`src/shared/mux_port_pkg.sv`:
```
package mux_port_pkg;
   // widths of the shared memory path
   localparam int ADDR_W = 18;
   localparam int DATA_W = 36;
   // clock and timing
   localparam int CLOCK_PERIOD_NS = 25;
   // a memory that never accepts the address is taken as nonexistent after this wait
   localparam int NXM_TIMEOUT_NS = 10000;
   localparam int NXM_TIMEOUT_CYC_I = (NXM_TIMEOUT_NS / CLOCK_PERIOD_NS) < 1 ? 1 : (NXM_TIMEOUT_NS / CLOCK_PERIOD_NS);
   localparam int TMO_W = 16;
   localparam logic [TMO_W-1:0] NXM_TIMEOUT_CYC = TMO_W'(NXM_TIMEOUT_CYC_I);
   localparam logic [TMO_W-1:0] TMO_ZERO = 16'h0000;
   localparam logic [TMO_W-1:0] TMO_ONE = 16'h0001;
   // reset values
   localparam logic [ADDR_W-1:0] ADDR_RESET = 18'h00000;
   localparam logic [DATA_W-1:0] DATA_RESET = 36'h000000000;
   // cycle phases of the channel end
   typedef enum logic [2:0] {
      ST_IDLE,
      ST_WAIT_GRANT,
      ST_ADDRESS,
      ST_READ_DATA,
      ST_WRITE_DATA,
      ST_ABORT,
      ST_RELEASE
   } phase_t;
endpackage

```
`src/design/word_buffer.sv`:
```
`timescale 1ns/10ps
module word_buffer
   import mux_port_pkg::*;
(
   input wire logic clock, // system clock
   input wire logic rst_n, // synchronous reset, active low
   input wire logic in_valid, // word offered
   output logic in_ready, // room for a word
   input wire logic [DATA_W-1:0] in_data, // word in
   output logic out_valid, // word available
   input wire logic out_ready, // receiver takes the word
   output logic [DATA_W-1:0] out_data // oldest word
);
   logic [DATA_W-1:0] mem_q [2]; // two storage slots
   logic [DATA_W-1:0] mem_d [2];
   logic wr_ptr_q, wr_ptr_d; // slot written next
   logic rd_ptr_q, rd_ptr_d; // slot read next
   logic [1:0] count_q, count_d; // words held
   logic push, pop;

   // handshake flags come straight from the count
   assign in_ready = (count_q != 2'h2);
   assign out_valid = (count_q != 2'h0);
   assign out_data = mem_q[rd_ptr_q];
   assign push = in_valid && in_ready;
   assign pop = out_valid && out_ready;

   // next pointers, count and slot contents
   always_comb begin
      mem_d = mem_q;
      wr_ptr_d = wr_ptr_q;
      rd_ptr_d = rd_ptr_q;
      count_d = count_q;
      if (push) begin
         mem_d[wr_ptr_q] = in_data;
         wr_ptr_d = ~wr_ptr_q;
      end
      if (pop) begin
         rd_ptr_d = ~rd_ptr_q;
      end
      // simultaneous push and pop leave the count alone
      if (push && !pop) begin
         count_d = count_q + 2'h1;
      end else if (pop && !push) begin
         count_d = count_q - 2'h1;
      end
   end

   // register stage only
   always_ff @(posedge clock) begin
      if (!rst_n) begin
         mem_q[0] <= DATA_RESET;
         mem_q[1] <= DATA_RESET;
         wr_ptr_q <= 1'b0;
         rd_ptr_q <= 1'b0;
         count_q <= 2'h0;
      end else begin
         mem_q <= mem_d;
         wr_ptr_q <= wr_ptr_d;
         rd_ptr_q <= rd_ptr_d;
         count_q <= count_d;
      end
   end
endmodule

```
`src/design/channel_port_master.sv`:
```
`timescale 1ns/10ps
// Behaviour
// channel holds its request level until served
// device latches requests only while not busy
// lower port number wins simultaneous requests
// upper ports granted only with upper enable
// device raises grant line of selected port
// delayed busy set before any grant
// busy flag marks occupied, clear ends cycle
// cycle request with address only after grant
// device forwards cycle request until address accept
// device relays address accept to channel
// device forwards read and write request levels
// read done reaches channel with read word
// delayed read done turns data toward memory
// direction flops choose data path direction
// read done clears unless write buffer set
// channel sends write done with write word
// device relays write done to memory
// delayed write done follows write done
// delayed write done clears when buffering write
// internal clear generates wrapup pulse
// delayed wrapup clears busy flag
// channel pulses abort on nonexistent memory
// device ORs abort pulses into clear
// device relays no-parity pulse to channel
// read-modify-write stays connected until write done
module channel_port_master
   import mux_port_pkg::*;
(
   input wire logic clock, // 40 MHz system clock
   input wire logic rst_n, // synchronous reset, active low
   // user side orders
   input wire logic cmd_valid, // order offered
   output logic cmd_ready, // order taken this cycle
   input wire logic cmd_read, // order reads memory
   input wire logic cmd_write, // order writes memory (both: read-modify-write)
   input wire logic [ADDR_W-1:0] cmd_addr, // memory address
   input wire logic [DATA_W-1:0] cmd_wdata, // word to write
   output logic rd_valid, // read word available
   input wire logic rd_ready, // user takes read word
   output logic [DATA_W-1:0] rd_data, // read word
   output logic abort_seen, // pulse: cycle given up, memory absent
   output logic no_parity_seen, // level: last cycle's memory keeps no parity
   output logic cycle_busy, // level: an order is in progress
   // control line to the multiplexor port
   output logic port_request, // request level on our control line
   input wire logic grant_level, // grant level from the multiplexor
   output logic channel_abort_pulse, // nonexistent memory pulse
   // channel side bus
   output logic channel_cycle_request, // cycle request level
   output logic [ADDR_W-1:0] bus_addr, // address word
   output logic channel_read_request, // read request level
   output logic channel_write_request, // write request level
   input wire logic channel_address_accept, // memory took the address
   input wire logic channel_read_done_pulse, // read word is on the bus
   input wire logic channel_no_parity_pulse, // memory has no parity bit
   output logic channel_write_done_pulse, // write word is on the bus
   input wire logic [DATA_W-1:0] bus_data_in, // data bus, level seen
   output logic [DATA_W-1:0] bus_data_out, // data bus, level driven
   output logic bus_data_oe // high while we drive the data bus
);
   phase_t phase_q, phase_d; // cycle phase
   logic req_q, req_d; // port request level
   logic cyc_q, cyc_d; // cycle request level
   logic rdr_q, rdr_d; // read request level
   logic wrr_q, wrr_d; // write request level
   logic wdone_q, wdone_d; // write done pulse
   logic oe_q, oe_d; // data drive enable
   logic abort_q, abort_d; // abort pulse toward multiplexor
   logic aseen_q, aseen_d; // abort pulse toward user
   logic nopar_q, nopar_d; // no-parity level toward user
   logic [ADDR_W-1:0] addr_q, addr_d; // held address
   logic [DATA_W-1:0] wdata_q, wdata_d; // held write word
   logic [DATA_W-1:0] dout_q, dout_d; // driven data word
   logic [TMO_W-1:0] tmo_q, tmo_d; // address accept wait counter
   logic buf_in_ready; // read buffer has room
   logic buf_push; // read word captured

   // an order is taken only when idle, and a read only with room for its word,
   // so a stalled receiver can never make a returning word fall on the floor
   assign cmd_ready = (phase_q == ST_IDLE) && (buf_in_ready || !cmd_read);
   assign buf_push = (phase_q == ST_READ_DATA) && channel_read_done_pulse;

   // read words pass through a two-entry buffer toward the user
   word_buffer read_buffer (
      .clock(clock),
      .rst_n(rst_n),
      .in_valid(buf_push),
      .in_ready(buf_in_ready),
      .in_data(bus_data_in),
      .out_valid(rd_valid),
      .out_ready(rd_ready),
      .out_data(rd_data)
   );

   // next state of the cycle sequencer and every pin it drives
   always_comb begin
      phase_d = phase_q;
      req_d = req_q;
      cyc_d = cyc_q;
      rdr_d = rdr_q;
      wrr_d = wrr_q;
      wdone_d = 1'b0;
      oe_d = 1'b0;
      abort_d = 1'b0;
      aseen_d = 1'b0;
      nopar_d = nopar_q;
      addr_d = addr_q;
      wdata_d = wdata_q;
      dout_d = dout_q;
      tmo_d = tmo_q;
      // parity loss is noted whenever the memory reports it in our cycle
      if (channel_no_parity_pulse && (phase_q != ST_IDLE)) begin
         nopar_d = 1'b1;
      end
      case (phase_q)
         ST_IDLE: begin
            // an order with neither read nor write is dropped quietly
            if (cmd_valid && cmd_ready && (cmd_read || cmd_write)) begin
               addr_d = cmd_addr;
               wdata_d = cmd_wdata;
               rdr_d = cmd_read;
               wrr_d = cmd_write;
               nopar_d = 1'b0;
               req_d = 1'b1;
               phase_d = ST_WAIT_GRANT;
            end
         end
         ST_WAIT_GRANT: begin
            // request stays up however long the grant takes
            if (grant_level) begin
               cyc_d = 1'b1;
               tmo_d = TMO_ZERO;
               phase_d = ST_ADDRESS;
            end
         end
         ST_ADDRESS: begin
            if (channel_address_accept) begin
               cyc_d = 1'b0;
               if (rdr_q) begin
                  phase_d = ST_READ_DATA;
               end else begin
                  phase_d = ST_WRITE_DATA;
               end
            end else if (tmo_q == NXM_TIMEOUT_CYC - TMO_ONE) begin
               cyc_d = 1'b0; // no memory answered: give the cycle up
               abort_d = 1'b1;
               aseen_d = 1'b1;
               phase_d = ST_ABORT;
            end else begin
               tmo_d = tmo_q + TMO_ONE;
            end
         end
         ST_READ_DATA: begin
            // read-modify-write keeps the connection for its write half
            if (channel_read_done_pulse) begin
               if (wrr_q) begin
                  phase_d = ST_WRITE_DATA;
               end else begin
                  phase_d = ST_RELEASE;
               end
            end
         end
         ST_WRITE_DATA: begin
            // word and its strobe leave together in the same cycle
            dout_d = wdata_q;
            oe_d = 1'b1;
            wdone_d = 1'b1;
            phase_d = ST_RELEASE;
         end
         ST_ABORT: begin
            phase_d = ST_RELEASE;
         end
         ST_RELEASE: begin
            // drop the request, then wait for the grant to fall so that a
            // new order is not mistaken for the old one still granted
            req_d = 1'b0;
            rdr_d = 1'b0;
            wrr_d = 1'b0;
            if (!req_q && !grant_level) begin
               phase_d = ST_IDLE;
            end
         end
         default: begin
            phase_d = ST_IDLE;
            req_d = 1'b0;
            cyc_d = 1'b0;
         end
      endcase
   end

   // register stage only
   always_ff @(posedge clock) begin
      if (!rst_n) begin
         phase_q <= ST_IDLE;
         req_q <= 1'b0;
         cyc_q <= 1'b0;
         rdr_q <= 1'b0;
         wrr_q <= 1'b0;
         wdone_q <= 1'b0;
         oe_q <= 1'b0;
         abort_q <= 1'b0;
         aseen_q <= 1'b0;
         nopar_q <= 1'b0;
         addr_q <= ADDR_RESET;
         wdata_q <= DATA_RESET;
         dout_q <= DATA_RESET;
         tmo_q <= TMO_ZERO;
      end else begin
         phase_q <= phase_d;
         req_q <= req_d;
         cyc_q <= cyc_d;
         rdr_q <= rdr_d;
         wrr_q <= wrr_d;
         wdone_q <= wdone_d;
         oe_q <= oe_d;
         abort_q <= abort_d;
         aseen_q <= aseen_d;
         nopar_q <= nopar_d;
         addr_q <= addr_d;
         wdata_q <= wdata_d;
         dout_q <= dout_d;
         tmo_q <= tmo_d;
      end
   end

   // pins straight from flip-flops, except cycle_busy decoded from phase_q
   assign port_request = req_q;
   assign channel_cycle_request = cyc_q;
   assign bus_addr = addr_q;
   assign channel_read_request = rdr_q;
   assign channel_write_request = wrr_q;
   assign channel_write_done_pulse = wdone_q;
   assign bus_data_out = dout_q;
   assign bus_data_oe = oe_q;
   assign channel_abort_pulse = abort_q;
   assign abort_seen = aseen_q;
   assign no_parity_seen = nopar_q;
   assign cycle_busy = (phase_q != ST_IDLE);

   // request held while waiting for the grant
   a_request_held_ungranted: assert property (@(posedge clock) disable iff (!rst_n)
      (phase_q == ST_WAIT_GRANT) && !grant_level |=> port_request)
      else $error("request dropped before grant");

   // cycle request only under a grant, with our request up
   a_cycle_after_grant: assert property (@(posedge clock) disable iff (!rst_n)
      $rose(channel_cycle_request) |-> $past(grant_level) && port_request)
      else $error("cycle request without grant");

   // write strobe is one cycle wide and carries the held word on the bus
   a_write_word_strobe: assert property (@(posedge clock) disable iff (!rst_n)
      channel_write_done_pulse |-> bus_data_oe && (bus_data_out == wdata_q) ##1 !channel_write_done_pulse)
      else $error("write strobe without its word");

   // abort fires exactly at the end of the accept wait
   a_abort_on_timeout: assert property (@(posedge clock) disable iff (!rst_n)
      (phase_q == ST_ADDRESS) && !channel_address_accept && (tmo_q == NXM_TIMEOUT_CYC - TMO_ONE)
      |=> channel_abort_pulse && !channel_cycle_request ##1 !channel_abort_pulse)
      else $error("abort not issued after accept timeout");

   // no abort ever without a cycle request having been pending
   a_abort_has_cause: assert property (@(posedge clock) disable iff (!rst_n)
      channel_abort_pulse |-> $past(channel_cycle_request))
      else $error("abort without pending cycle");
endmodule

```
`config.mk`:
```
export PLATFORM = sky130hd
export DESIGN_NAME = channel_port_master
export DESIGN_NICKNAME = d
export VERILOG_FILES = /design/src/shared/mux_port_pkg.sv /design/src/design/word_buffer.sv /design/src/design/channel_port_master.sv
export SDC_FILE = /design/constraint.sdc
export NUM_CORES = 1
export LEC_CHECK = 0
export BUFFER_PORTS_ARGS = -buffer_cell sky130_fd_sc_hd__buf_2
export CORE_MARGIN = 4
export CORE_UTILIZATION = 50
export CTS_CLUSTER_SIZE = 40
export DETAILED_ROUTE_END_ITERATION = 12
export GPL_ROUTABILITY_DRIVEN = 0
export PLACE_DENSITY = 0.76
export SLEW_MARGIN = 5
export SYNTH_ARGS = -nofsm -noshare
export SYNTH_HDL_FRONTEND = slang
export SYNTH_HIERARCHICAL = 1
export SYNTH_SLANG_ARGS = --single-unit
```
`constraint.sdc`:
```
create_clock -name clock -period 2.6 [get_ports clock]
set_input_delay 0.26 -clock clock [delete_from_list [all_inputs] [get_ports clock]]
set_output_delay 0.26 -clock clock [all_outputs]
set_load 0.03 [all_outputs]
```
== Word level (Yosys, flattened, before mapping) ==
Index checks and enable logic that the tools add are counted.

* Reduce and logical (&&, ||, !) cells: 34
* Add/subtract/negate cells: 3
* $lt $le $gt $ge: 3
* Bitwise gates (word level): 8
* Mux-type cells: 36
* Equal/unequal tests: 15

{| class="wikitable"
|+ Operators by type and width
! operator !! count
|-
| 36-bit 2-to-1 mux || 4
|-
| 72-bit bitwise mux || 1
|-
| 16-bit 2-to-1 mux || 3
|-
| 36-bit demux with 1-bit select || 1
|-
| 16-bit case mux with 2 select lines || 1
|-
| 3-bit 2-to-1 mux || 7
|-
| 3-bit case mux with 6 select lines || 1
|-
| 16-bit by 1-bit adder with 16-bit output, second input constant || 1
|-
| 16-bit by 9-bit equality test with 1-bit output, second input constant || 1
|-
| 2-bit != test, second input constant || 6
|-
| 1-bit logical AND || 11
|-
| 1-bit 2-to-1 mux || 11
|-
| 5-bit OR reduction || 2
|-
| 3-bit equality test, second input constant || 3
|-
| 2-bit nonzero test || 4
|-
| 3-bit by 2-bit equality test with 1-bit output, second input constant || 2
|-
| 2-bit 2-to-1 mux || 3
|-
| 1-bit NOT || 6
|-
| 1-bit case mux with 2 select lines || 3
|-
| 2-bit AND reduction || 3
|-
| 1-bit zero test || 5
|-
| 5-bit AND reduction || 1
|-
| 2-bit greater-or-equal comparator, second input constant || 2
|-
| 1-bit NOT with 2-bit output || 2
|-
| other kinds (14) || 15
|}

* Input port bits: 100
* Bits in registers: 192
* Output and inout bits: 102

== Logic depth before layout (Yosys ltp) ==
* Depth after elaboration: 7
* Gate-level depth with buffers: 7

== By module ==
The synthesis kept the hierarchy.

{| class="wikitable"
|+ By module, submodules not included
! module !! sequential area each (µm²) !! cells an instance !! times used !! area each (µm²)
|-
| channel_port_master || 2322.2 || 558 || 1 || 4444.3
|-
| word_buffer || 1521.5 || 333 || 1 || 3382.0
|}

== Least setup slack after synthesis ==
No wires, ideal clock.

* Kind: register to register
* Start point: reg phase_q[2]
* End point: reg read_buffer.count_q[1]
* Period minus slack after synthesis: 1.943 ns
* Setup slack: 0.657 ns
* Library setup time: 0.076 ns
* Arrival time: 1.868 ns
* Stages on the path, launching flop included: 7
* Cell sequence: dfxtp_1 > clkbuf_1 > and4b_1 > and2_1 > ha_1 > or3_1 > a21boi_0

* Cells in the longest elaborated chain, start to end: 6
* Elaborated cells on any way between the ends: 8
* Classes of those cells: 1 x eq/ne; 1 x mux; 6 x reduce/logical

{| class="wikitable"
|+ Ends and longest elaborated chain
! item !! line !! source
|-
| start: declaration || channel_port_master.sv:63 || <nowiki>phase_t phase_q, phase_d;</nowiki>
|-
| start signal: assignment || channel_port_master.sv:211 || <nowiki>phase_q <= phase_d;</nowiki>
|-
| 3-bit by 2-bit equality test with 1-bit output (*) || channel_port_master.sv:83 || <nowiki>assign buf_push = (phase_q == ST_READ_DATA) && channel_read_done_pulse;</nowiki>
|-
| 1-bit logical AND (*) || channel_port_master.sv:83 ||
|-
| via buf_push || channel_port_master.sv:78 || <nowiki>logic buf_push;</nowiki>
|-
| 1-bit logical AND (*) || word_buffer.sv:25 || <nowiki>assign push = in_valid && in_ready;</nowiki>
|-
| via read_buffer.push || word_buffer.sv:19 || <nowiki>logic push, pop;</nowiki>
|-
| 1-bit zero test || word_buffer.sv:44 || <nowiki>end else if (pop && !push) begin</nowiki>
|-
| 1-bit logical AND || word_buffer.sv:44 ||
|-
| 2-bit nonzero test (no line) || n/a ||
|-
| end signal: assignment || word_buffer.sv:61 || <nowiki>count_q <= count_d;</nowiki>
|-
| end: declaration || word_buffer.sv:18 || <nowiki>logic [1:0] count_q, count_d;</nowiki>
|}

Mark *: on every way through the listed nets, which the timed path passes. The rest lies on a longest branch.
A chain may end at the register's enable or synchronous reset.

== Final worst setup path ==
* Start point: reg phase_q[2]
* End point: out cmd_ready

* Cells in the longest elaborated chain, start to end: 2

{| class="wikitable"
|+ Ends and longest elaborated chain
! item !! line !! source
|-
| 3-bit zero test || channel_port_master.sv:82 || <nowiki>assign cmd_ready = (phase_q == ST_IDLE) && (buf_in_ready || !cmd_read);</nowiki>
|-
| 1-bit logical AND || channel_port_master.sv:82 ||
|-
| end: declaration || channel_port_master.sv:35 || <nowiki>output logic cmd_ready,</nowiki>
|}

No other way between the ends.

==> summary.md <==
| Metric | Value |
|---|---|
| Status | completed |
| Avg WL per Cell | 14.31 microns |
| Gate power share | 22.8% |
| Post-synthesis mux area share | 14.66% |
| RSZ-0062 raised after global routing | false |
| Endpoints failing hold | 0 |
| Syn nets | 993 |
| Final period util | 79.88% |
| Fmax | 481.5 MHz |
| Top cell type by total area after synthesis | dfxtp_1 |
| CTS tree | built |
| Cts bufs inserted | 17 |
| Share of layout cells above drive strength 1 | 27.58% |
| Max-slew violation count | 0 |
| Sw Ratio | 32.53% |
| Reg2Reg Setup Slack | 0.54 ns |
| Adder-cell area share of the yosys netlist | 0.3197% |
| Die width | 133.1 microns |
| NumNets Final | 1,166 |
| Crit path required time | 2.34 ns |
| Post-route cell area | 9533 sq um |
| Fillers | 1,316 |
| Hold_buf cts | 0 |
| Detailed Route Iter0 Violations | 354 |
| Slew Limit Headroom | 61.28% |
| Mapped Area | 7826 sq um |
| Gr ovfl total | 0 |
| Synth warnings | 6 |
| # resized after CTS | 0 |
| Total GRT Usage | 20.37% |
| Clk Latency, worst-skew pair | 0.42 ns |
| Fraction of the mapped netlist area in compound gates | 10.06% |
| Fin Setup TNS | 0 ns |
| Post-DP HPWL | 12,280 microns |
| Synth Area per Inst | 8.784 sq um |
| Slew of the pin with the lowest slew margin | 0.5799 ns |
| Core ar. | 15,260 sq um |
| Pwr/cell area | 823.2 nW/um^2 |
| Largest family of logic cells by synthesized area | simple AND/OR/NAND/NOR gates |
| Post-synth top flop | dfxtp_1 |
| Design Power | 7847 uW |
| Psw | 2552 uW |
| Crit end category | output port |
| Root Driver | clkbuf_16 |
| Row cnt | 45 |
| Pre-CTS WS | 0.5790 ns |
| Clock tree buffer depth | 2 |
| Worst hold path type | primary input to register |
| Clock transition at path regs | 0.07 ns |
| Met3 routed WL | 1148 microns |
| DR DRC count | 0 |
| First-pass GRT wire length | 30,020 microns |
| # setup viols final | 0 |
| Reg power frac | 43.5% |
| I/O Pins | 202 |
| WL met1 | 8173 microns |
| 1st-pass router iterations | 5 |
| Largest net degree at the start of global routing | 107 |
| Share of flip-flops with an asynchronous set or reset | 0% |
| Total placed instance area | 8931 sq um |
| Routed Antenna Nets | 0 |
| Die Y | 133.1 microns |
| Drt total wl | 18,430 microns |
| Die area | 17,720 sq um |
| Top cells by count, synth | nand2_1 (302), dfxtp_1 (192), a21oi_1 (104) |
| Final setup skew | 0.01097 ns |
| Initial Utilization | 51.29% |
| Minimum clock period | 2.077 ns |
| Post-synth cell types | 54 |
| Vias in the first global route | 6,257 |
| ANT cells | 0 |
| Worst Setup Path Type | register to output port |
| Final WS setup | 0.5232 ns |
| Peak VDD IR | 0.6504 mV |
| # clock sinks | 192 |
| Top-count cell post-synth | nand2_1 |
| Register area share after synthesis | 49.11% |
| Post-synthesis simple-gate area fraction | 20.43% |
| Area contributors post-synth | dfxtp_1 (49%), nand2_1 (14%), mux2i_1 (9.3%) |
| Pleak | 0.004202 uW |
| EDFF count, synth | 0 |
| Critical path startpoint category | register |
| Post-Layout Cell Count | 1,288 |
| Total number of vias | 6,541 |
| DP Cell Count | 1,256 |
| Xor-xnor portion of the synthesized cell area | 0.7834% |
| Synth top area share | 49.11% |
| Clock power frac | 33.7% |
| Met2 WL | 8947 microns |
| Post-CTS Setup Bufs | 0 |
| Via density | 5.078 |
| Number of synthesized register bits | 192 |
| Mapped Cells | 891 |
| Internal | 5295 uW |
| Initial antenna violation count | 0 |
| Port buffer count | 201 |
| Max Cap Violations | 0 |
| H-Tree Depth | 4 |
| Max Used Layer | met4 |
| Arrival @ worst endpoint | 1.82 ns |
| Crit-path max FO | 15 |
| P&R area growth vs syn | 21.81% |
==> power groups by stage <==
| stage | registers [uW] | logic (uW) | clock network (uW) |
|---|---|---|---|
| 2_1_floorplan | 3580 | 1140 | 0 |
| 3_3_place_gp | 3470 | 1770 | 0 |
| 3_5_place_dp | 3480 | 1790 | 0 |
| 4_1_cts | 3420 | 1800 | 2710 |
| 5_1_grt | 3450 | 1960 | 2830 |
| 6_report | 3420 | 1790 | 2640 |
==> cell type report <==
class | instances | area, sq um | share of cell area, %
Timing Repair Buffer | 213 | 1174 | 12.31
Multi-Input combinational cell | 634 | 3626 | 38.04
Tap cell | 211 | 264.0 | 2.769
Sequential cell | 192 | 3845 | 40.33
Inverter | 6 | 22.52 | 0.2363
Clock inverter | 15 | 176.4 | 1.851
Clock buffer | 17 | 425.4 | 4.463
==> kinds of logic after synthesis <==
kind of cell,count (synthesis)
adders and majority gates,2
AOI/OAI and AO/OA,138
DFF,192
and+or+nand+nor,377
muxes,110
buffers and inverters,65
xor gates and xnor gates,7
==> per-stage QoR <==
stage | hold slack [ns] | utilization [%]
after global placement | 0.4372 | 58.53
final | 0.06738 | 62.48
after detailed placement | 0.4440 | 58.53
after global routing | 0.05383 | 62.48
after floorplan | 0.3714 | -
after CTS | 0.04526 | 62.48
==> sequential cells by signal, indices dropped and copies added (netlist names), 2 cells and up <==
signal	cells
bus_addr	18
bus_data_out	36
phase_q	3
read_buffer/count_q	2
read_buffer/mem_q	72
tmo_q	16
wdata_q	36
==> path summary, 6_finish.rpt <==
path,startpoint,end,cells past startpoint
setup / recovery,phase_q[2],cmd_ready,4
hold / removal,cmd_wdata[30],wdata_q[30],3
setup reg to reg,tmo_q[0],tmo_q[1],6
hold reg to reg,bus_data_out[12],bus_data_out[12],2
==> layer usage <==
metal  track usage [%]  up-vias
li1                  -     3339
met1             25.34     3016
met2             34.28      178
met3             6.269        8
met4             5.829        0
met5                 0        -
==> critical path: stages, from the launching register on <==
cell,delay [ns]
dfxtp_1,0.47
nor3_1,0.35
inv_1,0.17
a21oi_1,0.18
buf_2,0.23
==> cells in the final DEF, fill, tap and decap left out, types with 7 or more instances in the layout <==
| cell | count |
|---|---|
| mux2i_1 | 73 |
| or3_1 | 8 |
| nor2_1 | 17 |
| nand2_1 | 301 |
| o21ai_0 | 9 |
| dfxtp_1 | 191 |
| nand3_1 | 9 |
| buf_4 | 7 |
| a21oi_1 | 104 |
| clkbuf_16 | 17 |
| buf_2 | 200 |
| mux2_2 | 37 |
Note: power is estimated with default switching activity, not from simulation.
